--- src/hdl/agen_pkg.sv ---
// Package with types and constants for the segment and effective address generator.
package agen_pkg;

    // Segment selection codes.
    typedef enum logic [2:0] {
        SEG_EXTRA = 3'h0,
        SEG_CODE = 3'h1,
        SEG_STACK = 3'h2,
        SEG_DATA = 3'h3,
        SEG_AUX_A = 3'h4,
        SEG_AUX_B = 3'h5
    } seg_sel_t;

    // Reference kinds delivered by the decoder.
    typedef enum logic [1:0] {
        REF_FETCH = 2'h0,
        REF_STACK = 2'h1,
        REF_DATA = 2'h2,
        REF_STR_DST = 2'h3
    } ref_kind_t;

    // Processor operating modes.
    typedef enum logic [1:0] {
        MODE_LEGACY = 2'h0,
        MODE_COMPAT = 2'h1,
        MODE_FLAT = 2'h2
    } cpu_mode_t;

    // Address size attribute.
    typedef enum logic [1:0] {
        ASZ_16 = 2'h0,
        ASZ_32 = 2'h1,
        ASZ_64 = 2'h2
    } addr_size_t;

    // Displacement size.
    typedef enum logic [1:0] {
        DISP_NONE = 2'h0,
        DISP_8 = 2'h1,
        DISP_16 = 2'h2,
        DISP_32 = 2'h3
    } disp_size_t;

    localparam int GPR_COUNT = 16;
    localparam int GPR_IDX_W = 4;
    localparam logic [3:0] GPR_IDX_A = 4'h0;
    localparam logic [3:0] GPR_IDX_B = 4'h3;
    localparam logic [3:0] GPR_IDX_SP = 4'h4;
    localparam logic [3:0] GPR_IDX_FP = 4'h5;
    localparam int SEG_COUNT = 6;
    localparam int SEL_W = 16;
    localparam int FAR_PTR_W = 48;
    localparam int FAR_OFS_W = 32;
    localparam logic [63:0] MASK_16 = 64'h0000_0000_0000_ffff;
    localparam logic [63:0] MASK_32 = 64'h0000_0000_ffff_ffff;
    localparam logic [63:0] MASK_64 = 64'hffff_ffff_ffff_ffff;

    // Operand request from the decoder.
    typedef struct packed {
        ref_kind_t kind;
        cpu_mode_t mode;
        logic code_d_flag;
        logic asz_prefix;
        logic ovr_valid;
        seg_sel_t ovr_seg;
        logic base_valid;
        logic [3:0] base_idx;
        logic index_valid;
        logic [3:0] index_idx;
        logic [1:0] scale_log2;
        disp_size_t disp_size;
        logic [31:0] disp;
        logic ip_rel;
        logic [63:0] next_ip;
    } agen_req_t;

    // Result handed to the memory access stage.
    typedef struct packed {
        seg_sel_t seg;
        addr_size_t asz;
        logic [63:0] eff_addr;
        logic [63:0] lin_addr;
        logic bad_index;
    } agen_rsp_t;

    // Explicit selector and far pointer load.
    typedef struct packed {
        logic from_reg;
        logic [15:0] sel_reg_val;
        logic [15:0] sel_mem_val;
        logic far_valid;
        logic [47:0] far_mem;
    } sel_req_t;

endpackage

--- src/hdl/seg_ea_gen.sv ---
// Segment selection, effective address and linear address generation.
`timescale 1ns/1ps
`default_nettype none

module seg_ea_gen
    import agen_pkg::*;
(
    input wire logic clock,
    input wire logic rst_n,
    input wire logic req_valid,
    input wire agen_req_t req,
    input wire logic [63:0] gpr_val [GPR_COUNT],
    input wire logic [63:0] seg_base [SEG_COUNT],
    input wire logic sel_valid,
    input wire sel_req_t sel_req,
    output logic rsp_valid,
    output agen_rsp_t rsp,
    output logic sel_out_valid,
    output logic [15:0] sel_out,
    output logic [31:0] far_offset
);

    // Sign extends a displacement of the given size to 64 bits.
    function automatic logic [63:0] sext_disp(input disp_size_t sz, input logic [31:0] d);
        logic [63:0] r;
        r = 64'h0;
        case (sz)
            DISP_8: r = {{56{d[7]}}, d[7:0]};
            DISP_16: r = {{48{d[15]}}, d[15:0]};
            DISP_32: r = {{32{d[31]}}, d};
            default: r = 64'h0;
        endcase
        return r;
    endfunction

    // Mask for an address size.
    function automatic logic [63:0] size_mask(input addr_size_t a);
        logic [63:0] m;
        m = MASK_64;
        case (a)
            ASZ_16: m = MASK_16;
            ASZ_32: m = MASK_32;
            default: m = MASK_64;
        endcase
        return m;
    endfunction

    // Register values narrowed to the address size, then sign extended,
    // so that a 32-bit negative component wraps correctly.
    function automatic logic [63:0] sized_reg(input addr_size_t a, input logic [63:0] v);
        logic [63:0] r;
        r = v;
        case (a)
            ASZ_16: r = {{48{v[15]}}, v[15:0]};
            ASZ_32: r = {{32{v[31]}}, v[31:0]};
            default: r = v;
        endcase
        return r;
    endfunction

    // Address size outside flat mode. The code segment default flag picks
    // 16 or 32 bits and the size prefix flips that choice for one instruction.
    function automatic addr_size_t legacy_asz(input logic d_flag, input logic pfx);
        addr_size_t a;
        a = ASZ_16;
        if (d_flag ^ pfx) begin
            a = ASZ_32;
        end
        return a;
    endfunction

    // Address size in flat mode. The prefix drops to 32 bits; there is no
    // 16-bit form here, so the decoder cannot ask for one by mistake.
    function automatic addr_size_t flat_asz(input logic pfx);
        addr_size_t a;
        a = ASZ_64;
        if (pfx) begin
            a = ASZ_32;
        end
        return a;
    endfunction

    // True when the base register is the stack or frame pointer; such a base
    // pulls the default segment over to the stack segment.
    function automatic logic is_stack_base(input logic valid, input logic [3:0] idx);
        logic hit;
        hit = 1'b0;
        if (valid) begin
            hit = (idx == GPR_IDX_SP) || (idx == GPR_IDX_FP);
        end
        return hit;
    endfunction

    // Index times scale. Every multiplier is a power of two, so a shift does
    // the work and a negative index keeps its sign in two's complement.
    // The scale field itself is an unsigned shift count.
    function automatic logic [63:0] scale_index(input logic [63:0] v, input logic [1:0] s);
        logic [63:0] r;
        r = v;
        case (s)
            2'h0: r = v;
            2'h1: r = {v[62:0], 1'h0};
            2'h2: r = {v[61:0], 2'h0};
            2'h3: r = {v[60:0], 3'h0};
            default: r = v;
        endcase
        return r;
    endfunction

    // Offset half of a far pointer: the doubleword at the lower address.
    // The pointer arrives little end first, so that is the low 32 bits.
    function automatic logic [31:0] far_ofs(input logic [47:0] p);
        return p[FAR_OFS_W-1:0];
    endfunction

    // Selector half of a far pointer: the word that follows the offset.
    // Only the top 16 bits of the 48-bit pointer hold it.
    function automatic logic [15:0] far_sel(input logic [47:0] p);
        return p[FAR_PTR_W-1:FAR_OFS_W];
    endfunction

    addr_size_t asz_comb;
    logic [63:0] seg_base_sel;
    logic stack_base;
    logic rsp_valid_reg;
    agen_rsp_t rsp_reg;
    agen_rsp_t rsp_next;
    logic sel_out_valid_reg;
    logic [15:0] sel_out_reg;
    logic [15:0] sel_out_next;
    logic [31:0] far_offset_reg;
    logic [31:0] far_offset_next;
    seg_sel_t seg_comb;
    logic [63:0] disp_ext;
    logic [63:0] base_term;
    logic [63:0] index_term;
    logic [63:0] ea_sum;
    logic [63:0] ea_comb;
    logic [63:0] lin_comb;
    logic bad_index_comb;
    logic flat;

    assign flat = (req.mode == MODE_FLAT);

    // A relative reference has no base register, so it never picks the stack.
    // Outside flat mode the relative flag is ignored and the base counts.
    assign stack_base = is_stack_base(req.base_valid && !(req.ip_rel && flat), req.base_idx);

    // Effective address size. Compatibility mode uses the same table as
    // legacy protected operation, keyed on the code segment default flag.
    always_comb begin
        if (flat) begin
            asz_comb = flat_asz(req.asz_prefix);
        end else begin
            asz_comb = legacy_asz(req.code_d_flag, req.asz_prefix);
        end
    end

    // Segment choice; fixed defaults win over any override prefix.
    always_comb begin
        seg_comb = SEG_DATA;
        case (req.kind)
            REF_FETCH: seg_comb = SEG_CODE;
            REF_STACK: seg_comb = SEG_STACK;
            REF_STR_DST: seg_comb = SEG_EXTRA;
            REF_DATA: begin
                if (req.ovr_valid) begin
                    seg_comb = req.ovr_seg;
                end else if (stack_base) begin
                    seg_comb = SEG_STACK;
                end else begin
                    seg_comb = SEG_DATA;
                end
            end
            default: seg_comb = SEG_DATA;
        endcase
    end

    // Offset components. The stack pointer as index is refused and flagged;
    // the index term is then dropped so the sum stays well defined.
    always_comb begin
        bad_index_comb = req.index_valid && (req.index_idx == GPR_IDX_SP);
        disp_ext = sext_disp(req.disp_size, req.disp);
        base_term = 64'h0;
        index_term = 64'h0;
        if (req.ip_rel && flat) begin
            disp_ext = {{32{req.disp[31]}}, req.disp};
            base_term = req.next_ip;
        end else begin
            if (req.base_valid) begin
                base_term = sized_reg(asz_comb, gpr_val[req.base_idx]);
            end
            if (req.index_valid && !bad_index_comb) begin
                index_term = scale_index(sized_reg(asz_comb, gpr_val[req.index_idx]),
                                         req.scale_log2);
            end
        end
        ea_sum = disp_ext + base_term + index_term;
        ea_comb = ea_sum & size_mask(asz_comb);
    end

    // Base of the chosen segment. Codes above the six segment registers read
    // as zero, so an illegal override code cannot index past the table end.
    // Such a code is a decoder fault; the address it gives is meaningless.
    always_comb begin
        seg_base_sel = 64'h0;
        if (seg_comb <= SEG_AUX_B) begin
            seg_base_sel = seg_base[seg_comb];
        end
    end

    // Linear address. Flat mode zeroes all bases except the auxiliary pair.
    // Outside flat mode the sum wraps at 32 bits like legacy hardware.
    always_comb begin
        if (flat) begin
            if (seg_comb == SEG_AUX_A || seg_comb == SEG_AUX_B) begin
                lin_comb = ea_comb + seg_base_sel;
            end else begin
                lin_comb = ea_comb;
            end
        end else begin
            lin_comb = (ea_comb + seg_base_sel) & MASK_32;
        end
    end

    // Next response word. The previous answer is kept while no request is
    // taken, so the memory stage may read it late without a copy of its own.
    always_comb begin
        rsp_next = rsp_reg;
        if (req_valid) begin
            rsp_next.seg = seg_comb;
            rsp_next.asz = asz_comb;
            rsp_next.eff_addr = ea_comb;
            rsp_next.lin_addr = lin_comb;
            rsp_next.bad_index = bad_index_comb;
        end
    end

    // Response strobe: one cycle after each taken request, never stretched.
    // Back to back requests give back to back strobes.
    always_ff @(posedge clock or negedge rst_n) begin
        if (!rst_n) begin
            rsp_valid_reg <= 1'b0;
        end else begin
            rsp_valid_reg <= req_valid;
        end
    end

    // Response word register. It loads every cycle; the hold on idle
    // cycles lives in the next-value logic above.
    always_ff @(posedge clock or negedge rst_n) begin
        if (!rst_n) begin
            rsp_reg <= '0;
        end else begin
            rsp_reg <= rsp_next;
        end
    end

    // Next selector. A far load takes the word after the offset doubleword;
    // otherwise the selector comes from a register or from memory.
    always_comb begin
        sel_out_next = sel_out_reg;
        if (sel_valid) begin
            if (sel_req.far_valid) begin
                sel_out_next = far_sel(sel_req.far_mem);
            end else if (sel_req.from_reg) begin
                sel_out_next = sel_req.sel_reg_val;
            end else begin
                sel_out_next = sel_req.sel_mem_val;
            end
        end
    end

    // Next far offset. Only a far load moves it; a plain selector load
    // leaves the last offset in place.
    always_comb begin
        far_offset_next = far_offset_reg;
        if (sel_valid && sel_req.far_valid) begin
            far_offset_next = far_ofs(sel_req.far_mem);
        end
    end

    // Selector strobe: one cycle after each selector request.
    // It says nothing about whether the far offset moved.
    always_ff @(posedge clock or negedge rst_n) begin
        if (!rst_n) begin
            sel_out_valid_reg <= 1'b0;
        end else begin
            sel_out_valid_reg <= sel_valid;
        end
    end

    // Selector register. It holds between requests so a later stage may
    // load a segment register from it at its own pace.
    always_ff @(posedge clock or negedge rst_n) begin
        if (!rst_n) begin
            sel_out_reg <= 16'h0;
        end else begin
            sel_out_reg <= sel_out_next;
        end
    end

    // Far offset register. Kept apart from the selector because it moves
    // on far loads only.
    always_ff @(posedge clock or negedge rst_n) begin
        if (!rst_n) begin
            far_offset_reg <= 32'h0;
        end else begin
            far_offset_reg <= far_offset_next;
        end
    end

    // Outputs come straight from the registers above, with no logic after
    // them, so the memory stage sees clean timing.
    assign rsp_valid = rsp_valid_reg;
    assign rsp = rsp_reg;
    assign sel_out_valid = sel_out_valid_reg;
    assign sel_out = sel_out_reg;
    assign far_offset = far_offset_reg;

endmodule

`default_nettype wire

--- config.mk ---
export PLATFORM = sky130hd
export DESIGN_NAME = seg_ea_gen
export DESIGN_NICKNAME = d
export VERILOG_FILES = /design/src/hdl/agen_pkg.sv /design/src/hdl/seg_ea_gen.sv
export SDC_FILE = /design/constraint.sdc
export NUM_CORES = 2
export LEC_CHECK = 0
export BUFFER_PORTS_ARGS = -buffer_cell sky130_fd_sc_hd__buf_2
export CAP_MARGIN = 20
export CORE_AREA = 2 2 709 711
export CTS_BUF_LIST = sky130_fd_sc_hd__clkbuf_8 sky130_fd_sc_hd__clkbuf_16
export DETAILED_ROUTE_END_ITERATION = 16
export DIE_AREA = 0 0 711 713
export GPL_TIMING_DRIVEN = 0
export PLACE_DENSITY = 0.33
export SLEW_MARGIN = 20
export SYNTH_ARGS = -nofsm -noshare
export SYNTH_HDL_FRONTEND = slang
export SYNTH_SLANG_ARGS = --single-unit
--- constraint.sdc ---
create_clock -name clock -period 2.1 [get_ports clock]
set_clock_uncertainty 0.05 [all_clocks]
set_input_delay 0.21 -clock clock [delete_from_list [all_inputs] [get_ports clock]]
set_output_delay 0.21 -clock clock [all_outputs]
set_load 0.1 [all_outputs]
==> impl_metrics.env <==
export IMPL_violations="setup timing"
export IMPL_multi_input_area_um2=34440
export IMPL_setup_violations_final=128
export IMPL_cts_made_buffers=25
export IMPL_cp_end_kind="register"
export IMPL_drc=0
export IMPL_synth_top_cell_area_share=0.4158
export IMPL_ant_nets=0
export IMPL_synth_top_cell_by_area="mux4_2"
export IMPL_drive_gt1_frac=0.6372
export IMPL_syn_cell_area_um2=37530
export IMPL_seqCellArea_um2=4604
export IMPL_clock_latency_ns=0.57
export IMPL_syn_inst=3533
export IMPL_cts_tree="built"
export IMPL_areaGrowthSynthToFinish_pct=75.45
export IMPL_first_pass_iters=6
export IMPL_holdWs_ns=0.03660
export IMPL_wl_per_cell_um=41.28
export IMPL_hp_class="in -> reg"
export IMPL_crit_arrival_ns=8.69
export IMPL_stdcell_area_um2=65850
export IMPL_totalWireLength_um=527900
export IMPL_cpMostUsedCell="buf_16"
export IMPL_synth_async_reset_ratio=1.000
export IMPL_vias=46660
export IMPL_cts_buffer_depth=3
export IMPL_slew_violations=0
export IMPL_port_buffers=1791
export IMPL_status="finished, violations left"
export IMPL_p_per_area_nw_per_um2=760.2
export IMPL_final_min_clock_period_ns=8.321
export IMPL_grt_first_pass_wirelength_um=629600
export IMPL_max_stage_delay_ns=0.65
export IMPL_path_class="in -> reg"
export IMPL_drt_iter0_drc=3671
export IMPL_critPathRequiredTime_ns=2.47
export IMPL_placed_area_um2=56760
export IMPL_synth_warnings=0
export IMPL_tightest_slew_ns=1.394
export IMPL_synthTopCellsByArea="mux4_2 42%, dfrtp_1 12%, ha_1 4.2%, mux2i_1 4.1%, nand2_1 4.0%"
export IMPL_maxCapViolCount=0
export IMPL_place_hpwl_um=473100
export IMPL_die_w_um=711
export IMPL_yosysSeqAreaShare=0.1227
export IMPL_synth_nets=5338
export IMPL_grt_max_degree=76
export IMPL_io_pins=1799
export IMPL_die_area_um2=506900
export IMPL_worst_slack_ns=-6.221
export IMPL_cts_max_level=4
export IMPL_ys_flop_type="dfrtp_1"
export IMPL_largest_reg_flops=134
export IMPL_finish_utilization=0.1318
export IMPL_vias_per_cell=3.648
export IMPL_hold_viol_final=0
export IMPL_finalNetCount=7557
export IMPL_slew_limit_headroom=0.06071
export IMPL_nFillCells=57470
export IMPL_synth_edf_count=0
export IMPL_cts_sinks=184
export IMPL_slowest_stage="mux4_2"
export IMPL_synthDistinctLibCells=88
export IMPL_fmax_ghz=0.1202
export IMPL_gp_congestion=1.013
export IMPL_antenna_found_initial=595
export IMPL_grt_total_usage=0.2001
export IMPL_crit_fanout=8
export IMPL_ir_drop_mv=0.4844
export IMPL_overflow=0
export IMPL_grt_pass1_vias=46300
export IMPL_path_clk_slew_ns=0.09
export IMPL_period_share=3.963
export IMPL_rsz0062_at_grt="true"
export IMPL_cp_start_kind="primary input"
export IMPL_die_h_um=713
export IMPL_root_buffer="clkbuf_16"
export IMPL_core_um2=499700
export IMPL_leakage_nw=26.63
export IMPL_ys_ff_latch=184
export IMPL_avgSynthCellArea_um2=10.62
export IMPL_dp_slack_ns=-10.90
export IMPL_num_rows=260
export IMPL_start_util=0.07512
timing repair:
action | 4_1_cts | 5_1_grt
hold buffers | 47 | 0
setup endpoints to repair | 131 | 131
hold endpoints to repair | 125 | 0
cloned | 4 | 1
resized for setup | 735 | 175
buffers inserted | 290 | 50
pin swaps | 194 | 129
layer usage:
layer,global-route usage,share of wire,up-vias
li1,-,-,18970
met1,0.2063,0.34,23500
met2,0.3632,0.51,2761
met3,0.07857,0.098,1105
met4,0.07587,0.046,320
met5,0,0.0040,-
cell usage after synthesis (5+ instances only):
master and number:
o2111ai_1 5, a21oi_1 241, xor2_1 47, and2_1 27, a2111oi_0 5, mux2i_1 152, o21ai_1 8, a22oi_1 11
o21bai_1 33, o211ai_1 19, nor3_1 28, a31oi_1 41, a221o_1 14, nor2_1 253, nand2b_1 21, nor2b_1 30
mux2_2 117, ha_1 125, a21o_1 77, o31ai_1 9, inv_1 82, and3_1 27, a221oi_1 24, clkbuf_1 215
o31a_1 6, nand3b_1 8, nand2_1 398, o21ai_0 192, and4_1 7, o21a_1 16, o2bb2ai_1 10, fa_1 65
dfrtp_1 184, buf_2 21, xnor2_1 60, a211oi_1 18, or3_1 7, nand4_1 26, mux4_2 693, buf_1 77
nand3_1 29, a22o_1 16
power by group:
part	total, W	switching [W]	internal (W)
clock	0.00446	0.00207	0.00239
sequential	0.00492	0.000517	0.00440
combinational	0.0407	0.0260	0.0147
layout by cell type, fill, tap and decap left out, types with 47 or more instances in the layout:
master,Yosys,layout
buf_2,21,1813
mux4_2,693,693
nand2_1,398,374
diode_2,0,349
buf_4,2,211
nor2_1,253,197
dfrtp_1,184,184
a21oi_1,241,165
mux2i_1,152,135
o21ai_0,192,131
buf_6,2,104
mux2_2,117,93
clkbuf_1,215,81
a21o_1,77,75
inv_1,82,72
ha_1,125,69
clkbuf_2,0,62
buf_12,3,61
fa_1,65,58
a21oi_2,0,57
clkbuf_16,0,54
dlygate4sd3_1,0,47
final cells by class:
| cell class | count | share of cell area |
|---|---|---|
| antenna | 349 | 0.01326 |
| inverter | 84 | 0.004788 |
| sequential | 184 | 0.06992 |
| timing repair buffer | 2206 | 0.2075 |
| tap | 6681 | 0.1269 |
| buffer | 306 | 0.04345 |
| clock buffer | 28 | 0.01013 |
| clock inverter | 5 | 0.0009310 |
| multi-input combinational | 2945 | 0.5230 |
through the flow:
stage | total power, W | instances | TNS [ns]
global placement | 0.03876 | 12010 | -1791.34
global route | 0.05261 | 12620 | -553.23
CTS | 0.04970 | 12400 | -536.94
floorplan | 0.02550 | 3533 | -460.27
detailed placement | 0.03890 | 12040 | -957.86
finish | 0.05006 | 12790 | -531.85
worst max-delay path, delay by kind of cell:
family / cells / cell delay [ns]
xor gates and xnor gates: 1 / 0.13
adders and majority gates: 3 / 1.11
buffers and inverters: 8 / 1.12
muxes: 4 / 1.75
and+or+nand+nor: 5 / 1.46
AOI/OAI and AO/OA: 15 / 2.74
kinds of logic after synthesis:
kind of cell / synth area share
buffers and inverters: 0.04300
AND/OR/NAND/NOR: 0.1039
flip-flops: 0.1227
AO/OA/AOI/OAI: 0.1369
adder cells (fa/ha/maj): 0.07634
XOR/XNOR: 0.02570
multiplexers: 0.4915
path summary, 6_finish.rpt:
check | start | end | slack [ns] | depth (start not counted)
worst max-delay path | req[101] | rsp[61] | -6.22 | 36
worst min-delay path | sel_req[44] | sel_out[12] | 0.04 | 4
worst max register to register | rsp[37] | rsp[37] | 1.02 | 2
worst min register to register | rsp[129] | rsp[129] | 0.43 | 1
max in group asynchronous | rst_n | sel_out[0] | 0.45 | 4
min in group asynchronous | rst_n | far_offset[26] | 0.10 | 2
Note: power is estimated with default switching activity, not from simulation.
